===== config.mk =====
export PLATFORM = sky130hd
export DESIGN_NAME = ifp_core
export DESIGN_NICKNAME = d
export VERILOG_FILES = /design/src/ifp_pkg.sv /design/src/ifp_core.sv /design/src/ifp_phase_gen.sv /design/src/ifp_alu.sv
export VERILOG_INCLUDE_DIRS = /design/src
export SDC_FILE = /design/constraint.sdc
export NUM_CORES = 1
export LEC_CHECK = 0
export BUFFER_PORTS_ARGS = -buffer_cell sky130_fd_sc_hd__buf_2
export CORE_ASPECT_RATIO = 2
export CORE_MARGIN = 5
export CORE_UTILIZATION = 51
export DETAILED_ROUTE_END_ITERATION = 12
export GPL_TIMING_DRIVEN = 0
export PLACE_DENSITY = 0.86
export SYNTH_ARGS = -nofsm -noshare
export SYNTH_HDL_FRONTEND = slang
export SYNTH_SLANG_ARGS = --single-unit
export TNS_END_PERCENT = 100

===== constraint.sdc =====
create_clock -name clk -period 3.75 [get_ports clk]
set_input_delay 0.1875 -clock clk [delete_from_list [all_inputs] [get_ports clk]]
set_output_delay 0.1875 -clock clk [all_outputs]
set_load 0.01 [all_outputs]

===== src/ifp_defines.svh =====
`ifndef IFP_DEFINES_SVH
`define IFP_DEFINES_SVH

// widths
`define IFP_PC_W        11
`define IFP_LOW_W       8
`define IFP_PCH_MSB     10
`define IFP_PCH_LSB     8
`define IFP_LOW_MSB     7
`define IFP_INSTR_W     16
`define IFP_RADDR_W     8
`define IFP_ALU_W       8

// register map
`define IFP_LOW_ADDR    8'h00

// reset and constant values
`define IFP_PC_RESET    11'h000
`define IFP_PC_STEP     11'h001
`define IFP_BYTE_ZERO   8'h00
`define IFP_BYTE_ONE    8'h01
`define IFP_INSTR_ZERO  16'h0000

// phase codes, one-hot
`define IFP_PH1         4'h1
`define IFP_PH2         4'h2
`define IFP_PH3         4'h4
`define IFP_PH4         4'h8

// execution slot codes, one-hot
`define IFP_SLOT_EXEC   2'h1
`define IFP_SLOT_DUMMY  2'h2

// oscillator select
`define IFP_OSC_FAST    1'b0

// alu operations
`define IFP_OP_ADD      4'h0
`define IFP_OP_SUB      4'h1
`define IFP_OP_AND      4'h2
`define IFP_OP_OR       4'h3
`define IFP_OP_XOR      4'h4
`define IFP_OP_CPL      4'h5
`define IFP_OP_RR       4'h6
`define IFP_OP_RL       4'h7
`define IFP_OP_INC      4'h8
`define IFP_OP_DEC      4'h9
`define IFP_OP_MOV      4'ha
`define IFP_OP_NOP      4'hf

`endif


===== src/ifp_pkg.sv =====
`include "ifp_defines.svh"

package ifp_pkg;

  typedef enum logic [3:0] {
    IFP_PH_ONE   = `IFP_PH1,
    IFP_PH_TWO   = `IFP_PH2,
    IFP_PH_THREE = `IFP_PH3,
    IFP_PH_FOUR  = `IFP_PH4
  } ifp_phase_e;

  typedef enum logic [1:0] {
    IFP_SLOT_EXEC  = `IFP_SLOT_EXEC,
    IFP_SLOT_DUMMY = `IFP_SLOT_DUMMY
  } ifp_slot_e;

  typedef enum logic [3:0] {
    IFP_ALU_ADD = `IFP_OP_ADD,
    IFP_ALU_SUB = `IFP_OP_SUB,
    IFP_ALU_AND = `IFP_OP_AND,
    IFP_ALU_OR  = `IFP_OP_OR,
    IFP_ALU_XOR = `IFP_OP_XOR,
    IFP_ALU_CPL = `IFP_OP_CPL,
    IFP_ALU_RR  = `IFP_OP_RR,
    IFP_ALU_RL  = `IFP_OP_RL,
    IFP_ALU_INC = `IFP_OP_INC,
    IFP_ALU_DEC = `IFP_OP_DEC,
    IFP_ALU_MOV = `IFP_OP_MOV,
    IFP_ALU_NOP = `IFP_OP_NOP
  } ifp_alu_op_e;

  typedef struct packed {
    ifp_phase_e phase;
  } ifp_phase_s;

  typedef struct packed {
    logic [`IFP_PC_W-1:0]    pc;
    logic [`IFP_PC_W-1:0]    fetch_addr;
    logic                    fetch_rd;
    logic                    cyc_start;
    logic [`IFP_INSTR_W-1:0] instr;
    ifp_slot_e               slot;
    logic                    exec_valid;
    logic                    low_pend;
    logic [`IFP_ALU_W-1:0]   acc;
    logic                    carry;
    logic                    zero;
    logic [`IFP_LOW_W-1:0]   rdata;
  } ifp_core_s;

endpackage : ifp_pkg


===== src/ifp_core.sv =====
`timescale 1ns/1ps
`include "ifp_defines.svh"

module ifp_core (
  input  wire logic                   clk,
  input  wire logic                   sys_rst,
  // oscillator ticks, synchronous to clk
  input  wire logic                   osc_sel,
  input  wire logic                   fast_internal_oscillator_tick,
  input  wire logic                   slow_internal_oscillator_tick,
  // register port
  input  wire logic [`IFP_RADDR_W-1:0] reg_addr,
  input  wire logic [`IFP_LOW_W-1:0]   reg_wdata,
  input  wire logic                   reg_wr,
  input  wire logic                   reg_rd,
  output logic      [`IFP_LOW_W-1:0]   reg_rdata,
  // program memory
  output logic      [`IFP_PC_W-1:0]    pmem_addr,
  output logic                        pmem_rd,
  input  wire logic [`IFP_INSTR_W-1:0] pmem_data,
  // decode and execute datapath
  output logic      [3:0]             instruction_phases,
  output logic                        cycle_start,
  output logic      [`IFP_INSTR_W-1:0] exec_instr,
  output logic                        exec_valid,
  input  ifp_pkg::ifp_alu_op_e         alu_op,
  input  wire logic                   alu_en,
  input  wire logic [`IFP_ALU_W-1:0]   alu_operand,
  input  wire logic                   ex_jump,
  input  wire logic [`IFP_PC_W-1:0]    ex_target,
  input  wire logic                   ex_skip,
  output logic      [`IFP_ALU_W-1:0]   acc_value,
  output logic                        alu_carry,
  output logic                        alu_zero,
  output logic      [`IFP_PC_W-1:0]    pc_value
);

  ifp_pkg::ifp_core_s  q, d;
  ifp_pkg::ifp_phase_e phase;
  logic                advance;
  logic                boundary;
  logic                alu_step;
  logic                low_wr_hit;
  logic                low_rd_hit;
  logic                take_jump;
  logic                flush;
  logic [`IFP_PC_W-1:0] base;
  logic [`IFP_ALU_W-1:0] alu_res;
  logic                alu_c;
  logic                alu_z;

  ifp_phase_gen u_phase (
    .clk                           (clk),
    .sys_rst                       (sys_rst),
    .osc_sel                       (osc_sel),
    .fast_internal_oscillator_tick (fast_internal_oscillator_tick),
    .slow_internal_oscillator_tick (slow_internal_oscillator_tick),
    .phase                         (phase),
    .advance                       (advance)
  );

  ifp_alu u_alu (
    .op        (alu_op),
    .acc       (q.acc),
    .operand   (alu_operand),
    .carry_in  (q.carry),
    .result    (alu_res),
    .carry_out (alu_c),
    .zero      (alu_z)
  );

  // the step leaving phase four is the start of the next phase one
  assign boundary   = advance && (phase == ifp_pkg::IFP_PH_FOUR);
  // result lands at end of phase three so phase four can decide a skip
  assign alu_step   = advance && (phase == ifp_pkg::IFP_PH_THREE) &&
                      q.exec_valid && alu_en;
  assign low_wr_hit = reg_wr && (reg_addr == `IFP_LOW_ADDR);
  assign low_rd_hit = reg_rd && (reg_addr == `IFP_LOW_ADDR);

  always_comb begin
    d         = q;
    take_jump = 1'b0;
    flush     = 1'b0;
    base      = q.pc;
    d.fetch_rd  = 1'b0;
    d.cyc_start = 1'b0;
    // unmapped or idle reads answer zero
    d.rdata     = `IFP_BYTE_ZERO;
    if (low_rd_hit) begin
      d.rdata = q.pc[`IFP_LOW_MSB:0];
    end
    // a low byte write keeps the page and spoils the fetch in flight
    if (low_wr_hit) begin
      d.pc       = {q.pc[`IFP_PCH_MSB:`IFP_PCH_LSB], reg_wdata};
      d.low_pend = 1'b1;
    end
    if (alu_step) begin
      d.acc   = alu_res;
      d.carry = alu_c;
      d.zero  = alu_z;
    end
    if (boundary) begin
      case (q.slot)
        ifp_pkg::IFP_SLOT_EXEC: begin
          take_jump = ex_jump;
          flush     = ex_jump || ex_skip;
        end
        ifp_pkg::IFP_SLOT_DUMMY: begin
          take_jump = 1'b0;
          flush     = 1'b0;
        end
        default: begin
          take_jump = 1'b0;
          flush     = 1'b1;
        end
      endcase
      // a jump target wins over a same-cycle low byte write
      base         = take_jump ? ex_target : d.pc;
      d.fetch_addr = base;
      d.pc         = base + `IFP_PC_STEP;
      d.fetch_rd   = 1'b1;
      d.cyc_start  = 1'b1;
      if (flush || d.low_pend) begin
        // the prefetched word is dropped; a dummy cycle takes its slot
        d.slot       = ifp_pkg::IFP_SLOT_DUMMY;
        d.exec_valid = 1'b0;
        d.instr      = `IFP_INSTR_ZERO;
      end else begin
        // word fetched last cycle executes while the next is fetched
        d.slot       = ifp_pkg::IFP_SLOT_EXEC;
        d.exec_valid = 1'b1;
        d.instr      = pmem_data;
      end
      d.low_pend = 1'b0;
    end
  end

  always_ff @(posedge clk) begin
    if (sys_rst) begin
      q.pc         <= `IFP_PC_RESET;
      q.fetch_addr <= `IFP_PC_RESET;
      q.fetch_rd   <= 1'b0;
      q.cyc_start  <= 1'b0;
      q.instr      <= `IFP_INSTR_ZERO;
      q.slot       <= ifp_pkg::IFP_SLOT_DUMMY;
      q.exec_valid <= 1'b0;
      // no word fetched yet: the first cycle must not run stale memory data
      q.low_pend   <= 1'b1;
      q.acc        <= `IFP_BYTE_ZERO;
      q.carry      <= 1'b0;
      q.zero       <= 1'b0;
      q.rdata      <= `IFP_BYTE_ZERO;
    end else begin
      q <= d;
    end
  end

  assign reg_rdata          = q.rdata;
  assign pmem_addr          = q.fetch_addr;
  assign pmem_rd            = q.fetch_rd;
  assign instruction_phases = phase;
  assign cycle_start        = q.cyc_start;
  assign exec_instr         = q.instr;
  assign exec_valid         = q.exec_valid;
  assign acc_value          = q.acc;
  assign alu_carry          = q.carry;
  assign alu_zero           = q.zero;
  assign pc_value           = q.pc;

endmodule : ifp_core


===== src/ifp_phase_gen.sv =====
`timescale 1ns/1ps
`include "ifp_defines.svh"

module ifp_phase_gen (
  input  wire logic              clk,
  input  wire logic              sys_rst,
  input  wire logic              osc_sel,
  input  wire logic              fast_internal_oscillator_tick,
  input  wire logic              slow_internal_oscillator_tick,
  output ifp_pkg::ifp_phase_e    phase,
  output logic                   advance
);

  ifp_pkg::ifp_phase_s q, d;

  // system clock edge taken from the selected oscillator
  always_comb begin
    advance = (osc_sel == `IFP_OSC_FAST) ? fast_internal_oscillator_tick
                                          : slow_internal_oscillator_tick;
  end

  // exactly one phase active at a time; four of them make a cycle
  always_comb begin
    d = q;
    if (advance) begin
      case (q.phase)
        ifp_pkg::IFP_PH_ONE:   d.phase = ifp_pkg::IFP_PH_TWO;
        ifp_pkg::IFP_PH_TWO:   d.phase = ifp_pkg::IFP_PH_THREE;
        ifp_pkg::IFP_PH_THREE: d.phase = ifp_pkg::IFP_PH_FOUR;
        ifp_pkg::IFP_PH_FOUR:  d.phase = ifp_pkg::IFP_PH_ONE;
        default:               d.phase = ifp_pkg::IFP_PH_FOUR;
      endcase
    end
  end

  // resets to phase four so the first tick opens a fresh cycle
  always_ff @(posedge clk) begin
    if (sys_rst) begin
      q.phase <= ifp_pkg::IFP_PH_FOUR;
    end else begin
      q <= d;
    end
  end

  assign phase = q.phase;

endmodule : ifp_phase_gen


===== src/ifp_alu.sv =====
`timescale 1ns/1ps
`include "ifp_defines.svh"

module ifp_alu (
  input  ifp_pkg::ifp_alu_op_e      op,
  input  wire logic [`IFP_ALU_W-1:0] acc,
  input  wire logic [`IFP_ALU_W-1:0] operand,
  input  wire logic                  carry_in,
  output logic      [`IFP_ALU_W-1:0] result,
  output logic                       carry_out,
  output logic                       zero
);

  logic [`IFP_ALU_W:0] wide;

  // 8-bit operations on the accumulator; carry changes only for add and subtract, every other op holds it
  always_comb begin
    wide      = {1'b0, acc};
    carry_out = carry_in;
    case (op)
      ifp_pkg::IFP_ALU_ADD: begin
        wide      = {1'b0, acc} + {1'b0, operand};
        carry_out = wide[`IFP_ALU_W];
      end
      ifp_pkg::IFP_ALU_SUB: begin
        wide      = {1'b0, acc} - {1'b0, operand};
        carry_out = ~wide[`IFP_ALU_W];
      end
      ifp_pkg::IFP_ALU_AND: wide = {1'b0, acc & operand};
      ifp_pkg::IFP_ALU_OR:  wide = {1'b0, acc | operand};
      ifp_pkg::IFP_ALU_XOR: wide = {1'b0, acc ^ operand};
      ifp_pkg::IFP_ALU_CPL: wide = {1'b0, ~acc};
      ifp_pkg::IFP_ALU_RR:  wide = {1'b0, acc[0], acc[`IFP_ALU_W-1:1]};
      ifp_pkg::IFP_ALU_RL:  wide = {1'b0, acc[`IFP_ALU_W-2:0], acc[`IFP_ALU_W-1]};
      ifp_pkg::IFP_ALU_INC: wide = {1'b0, acc} + {1'b0, `IFP_BYTE_ONE};
      ifp_pkg::IFP_ALU_DEC: wide = {1'b0, acc} - {1'b0, `IFP_BYTE_ONE};
      ifp_pkg::IFP_ALU_MOV: wide = {1'b0, operand};
      default:              wide = {1'b0, acc};
    endcase
    result = wide[`IFP_ALU_W-1:0];
    zero   = (result == `IFP_BYTE_ZERO);
  end

endmodule : ifp_alu


**After elaboration in Yosys (flattened, before gate mapping)**

Index checks and enable logic that the tools add are counted.

- Word-level logic and storage cells: 67
- Register bits: 66
- Input port bits: 65
- Output and inout port bits: 63

- Muxes and demuxes: 13
- Equal/unequal tests: 16
- Bitwise gates (word level): 6
- Add/subtract/negate cells: 5
- Reductions and logical operators: 14

Operator list:

| cell | number |
|---|---|
| case mux 8 bit (11 select lines) | 1 |
| two-way mux 44 bit | 1 |
| == test 4 x 3 -> 1 bit (second input constant) | 5 |
| two-way mux 19 bit | 1 |
| == test 4 bit (second input constant) | 4 |
| logical NOT 8 bit | 2 |
| == test 4 x 2 -> 1 bit (second input constant) | 3 |
| case mux 4 bit (3 select lines) | 1 |
| adder 11 x 1 -> 11 bit (second input constant) | 1 |
| two-way mux 11 bit | 1 |
| adder 8 x 8 -> 9 bit | 1 |
| subtractor 8 x 8 -> 9 bit | 1 |
| adder 8 x 1 -> 8 bit (second input constant) | 1 |
| AND 8 bit | 1 |
| == test 4 x 1 -> 1 bit (second input constant) | 2 |
| two-way mux 8 bit | 1 |
| inverter 8 bit | 1 |
| bitwise OR 8 bit | 1 |
| subtractor 8 x 1 -> 8 bit (second input constant) | 1 |
| XOR 8 bit | 1 |
| logical AND 1 bit | 6 |
| two-way mux 1 bit | 5 |
| logical NOT 4 bit | 1 |
| case mux 1 bit (2 select lines) | 2 |
| other kinds (7) | 9 |

**Logic depth before layout (Yosys ltp)**

- Word-level depth: 6
- Gate-level depth with buffers: 13
- Depth with buffers taken out: 11

**Modules after synthesis**

From an unflattened synthesis, not the netlist that was laid out.

- Cells, all modules: 629
- Area total of the unflattened synthesis: 5141.2 µm²

Modules (own cells, without submodules):

| module | area an instance (µm²) | cells each | times used |
|---|---|---|---|
| ifp_core | 3031.7 | 322 | 1 |
| ifp_alu | 1926.8 | 287 | 1 |
| ifp_phase_gen | 182.7 | 20 | 1 |

**Least setup slack after synthesis**

OpenSTA, ideal clock, no wires.

- Path kind: register to register
- Start: reg acc_value[3] (netlist name)
- End: reg q (netlist bit alu_zero)
- Stages on the path, launching flop included: 13
- Setup slack: 767 ps
- Arrival: 2896 ps
- Cells stage by stage: dfxtp_1 clkbuf_1 inv_1 ha_1 clkbuf_1 nor3_1 a221o_1 or3_1 a31oi_1 mux2i_1 o211ai_1 a211o_1 o31ai_1

- Longest elaborated chain between the ends: 3

Ends and longest elaborated chain:

| element | line | text |
|---|---|---|
| subtractor 8 x 1 -> 8 bit, or another cell as far along | ifp_alu.sv:36 | `` ifp_pkg::IFP_ALU_DEC: wide = {1'b0, acc} - {1'b0, `IFP_BYTE_ONE}; `` |
| case mux 8 bit (11 select lines) (*) | ifp_alu.sv:20 | `case (op)` |
| logical NOT 8 bit (no source line) (*) | - |  |
| to (decl) | ifp_core.sv:38 | `ifp_pkg::ifp_core_s q, d;` |

Every way passes the cells marked *; elsewhere a longest branch is shown, timed or not.
A chain may end at the register's enable or synchronous reset.

**Worst setup path after layout**

- Start: reg acc_value[3] (netlist name)
- End: reg q (netlist bit alu_zero)

- Longest elaborated chain between the ends: 3

Ends and longest elaborated chain:

| element | line |
|---|---|
| subtractor 8 x 1 -> 8 bit, or another cell as far along | ifp_alu.sv:36 |
| case mux 8 bit (11 select lines) (*) | ifp_alu.sv:20 |
| logical NOT 8 bit (no source line) (*) | - |

Marks and branches as above.

==> results.sh <==
export IMPL_insertion_delay_ns=0.33
export IMPL_stdcell_count=900
export IMPL_initial_utilization_pct=51.9
export IMPL_coreArea_mm2=0.00970
export IMPL_crit_arrival_ns=3.91
export IMPL_setup_viol_count_final=0
export IMPL_antenna_found_initial=0
export IMPL_fin_tns_setup_ns=0
export IMPL_syn_nets=722
export IMPL_post_route_cell_area_mm2=0.00610
export IMPL_power_density_mw_per_mm2=315
export IMPL_dp_slack_ns=-0.00496
export IMPL_critPathCaptureType="flip-flop"
export IMPL_finalMaxSlewViolations=0
export IMPL_status="complete, no violations"
export IMPL_cp_required_ns=3.98
export IMPL_path_cells="clkbuf_1 -> inv_1 -> ha_2 -> nor3_1 -> a221o_1 -> or3_1 -> a31oi_1 -> mux2i_1 -> o211ai_1 -> a211o_1 -> o31ai_1"
export IMPL_ys_seq_area_share_pct=25.4
export IMPL_path_class="reg2reg"
export IMPL_drive_gt1_share_pct=30.1
export IMPL_wl_per_cell_um=18.5
export IMPL_setup_ws_ns=0.0673
export IMPL_via_per_inst=5.94
export IMPL_place_congestion=0.998
export IMPL_synth_edff_count=0
export IMPL_area_growth_pct=21.1
export IMPL_finalCritPeriodShare_pct=98.2
export IMPL_critical_path_max_stage_delay_ns=0.49
export IMPL_worstMarginPinSlew_ns=0.990
export IMPL_rsz0062_at_grt="false"
export IMPL_crit_path_max_fanout=10
export IMPL_num_rows=51
export IMPL_dp_hpwl_mm=13.3
export IMPL_io_buffers=126
export IMPL_max_vdd_ir_drop_uv=226
export IMPL_vias=5347
export IMPL_grt_max_degree=12
export IMPL_p_leak_uw=0.00275
export IMPL_die_h_um=151
export IMPL_dpl_cell_area_mm2=0.00583
export IMPL_netlist_area_mm2=0.00504
export IMPL_chipWidth_um=80.3
export IMPL_die_area_mm2=0.0121
export IMPL_synth_area_leaders="dfxtp_1 (25%), buf_4 (8.2%), ha_1 (6.5%)"
export IMPL_holdWs_ns=0.0650
export IMPL_cts_sinks=64
export IMPL_layout_nets=857
export IMPL_overflow=0
export IMPL_skew_ns=0.00284
export IMPL_wirelength_mm=16.7
export IMPL_track_usage_pct=27.2
export IMPL_synth_top_cell_by_area="dfxtp_1"
export IMPL_worstHoldPathType="in2reg"
export IMPL_cts_root_buf="clkbuf_16"
export IMPL_drc=0
export IMPL_drv_cap=0
export IMPL_numPlacedInstances=887
export IMPL_synth_seq_cells=64
export IMPL_path_clk_slew_ns=0.05
export IMPL_cts_buffers=9
export IMPL_min_period_ns=3.68
export IMPL_ff2ff_setup_slack_ns=0.07
export IMPL_min_from="pmem_data[14]"
export IMPL_antenna_cells=0
export IMPL_drtAntennaViolNets=0
export IMPL_finalHoldViolations=0
export IMPL_grt_pass1_vias=5514
export IMPL_cts_tree="built"
export IMPL_async_flop_share_pct=0
export IMPL_synthCells=629
export IMPL_cp_startpoint="acc_value[3]"
export IMPL_yosysTopAreaCellShare_pct=25.4
export IMPL_htreeDepth=3
export IMPL_syn_area_per_cell_um2=8.01
export IMPL_drt_iter0_drc=305
export IMPL_synth_warnings=0
export IMPL_grt_pass1_wl_mm=25.5
export IMPL_synth_ff_type="dfxtp_1"
export IMPL_max_freq_mhz=272
export IMPL_clk_path_buf_depth=2
export IMPL_cp_slowest_cell="ha_2"
export IMPL_num_io_pins=128
export IMPL_synth_cell_type_count=83
export IMPL_crit_path_start_kind="flip-flop"
export IMPL_worst_r2r_startpoint="acc_value[3]"
export IMPL_drt_pre_antenna_iters=5
export IMPL_slew_headroom_pct=33.1
-- final timing paths --
kind                                  endpoint  cells after the start
worst max-delay path                  alu_zero                     11
worst min register to register    pmem_addr[4]                      2
worst min-delay path            exec_instr[14]                      2
worst max register to register        alu_zero                     11
-- timing repair --
item	CTS	global route
pin swaps	0	0
endpoints found under the setup margin	1	1
buffers inserted	0	0
hold buffers	0	0
resized for setup	0	5
-- worst max-delay path: cells and delay by family (launching register included) --
family                     cells  cell delay (ns)
muxes                          1             0.27
buffers and inverters          2             0.53
adders and majority gates      1             0.49
AOI/OAI and AO/OA              5             1.45
DFF                            1             0.43
and+or+nand+nor                2             0.41
-- routing by layer --
metal  track usage (%)  vias to the layer above  routed length, um
li1                  -                     2516                  -
met1              23.3                     2464               5340
met2              51.5                      280               8960
met3              4.85                       87               1100
met4              23.5                        0               1280
met5                 0                        -                  0
-- sequential cells by signal, summed over array words and instances, names as in the netlist, 3 cells and up --
name and cells:
acc_value 8, reg_rdata 8, u_phase.phase 4, exec_instr 16, pc_value 11, q 3, pmem_addr 11
-- stage by stage --
stage	util, %	power [uW]
after floorplan	-	1020
after global placement	60.1	1160
after detailed placement	60.1	1170
after CTS	62.8	1920
after global routing	62.9	1990
final	62.9	1920
-- layout make-up --
| type | count | area (um2) |
|---|---|---|
| buffer | 95 | 594 |
| multi-input combinational | 440 | 3050 |
| tap | 132 | 165 |
| fill | 861 | 3600 |
| timing repair buffer | 126 | 631 |
| inverter | 28 | 105 |
| clock buffer | 15 | 268 |
| sequential | 64 | 1280 |
-- cells by family after synthesis --
kind of cell / Yosys count / share of synthesized area, %
AOI/OAI and AO/OA: 176 / 25.1
muxes: 22 / 4.77
and+or+nand+nor: 203 / 21.5
buffers and inverters: 125 / 14.0
xor gates and xnor gates: 11 / 1.91
adders and majority gates: 28 / 7.25
DFF: 64 / 25.4
-- cell usage after synthesis (13+ instances only) --
library cell / instances
nor2_1: 50
inv_1: 27
ha_1: 26
dfxtp_1: 64
o21ai_0: 21
clkbuf_1: 24
mux2i_1: 15
and2_1: 13
nand2_1: 48
a22o_1: 19
nor3_1: 13
buf_4: 55
a21oi_1: 36
-- power breakdown --
part           internal, uW  switching, uW  total [uW]
Clock                   479            272         751
Sequential              714           25.5         740
Combinational           181            246         428
Total                  1370            544        1920
-- layout by cell type, fill, tap and decap left out, types with 15 or more instances in the layout --
cell type  Yosys  layout
buf_4         55      55
o21ai_0       21      21
inv_1         27      27
clkbuf_1      24      24
nor2_1        50      50
a22o_1        19      19
a21oi_1       36      36
buf_2         10     136
nand2_1       48      48
ha_1          26      25
dfxtp_1       64      64
mux2i_1       15      15
No activity file was read; power rests on OpenSTA's default activity.
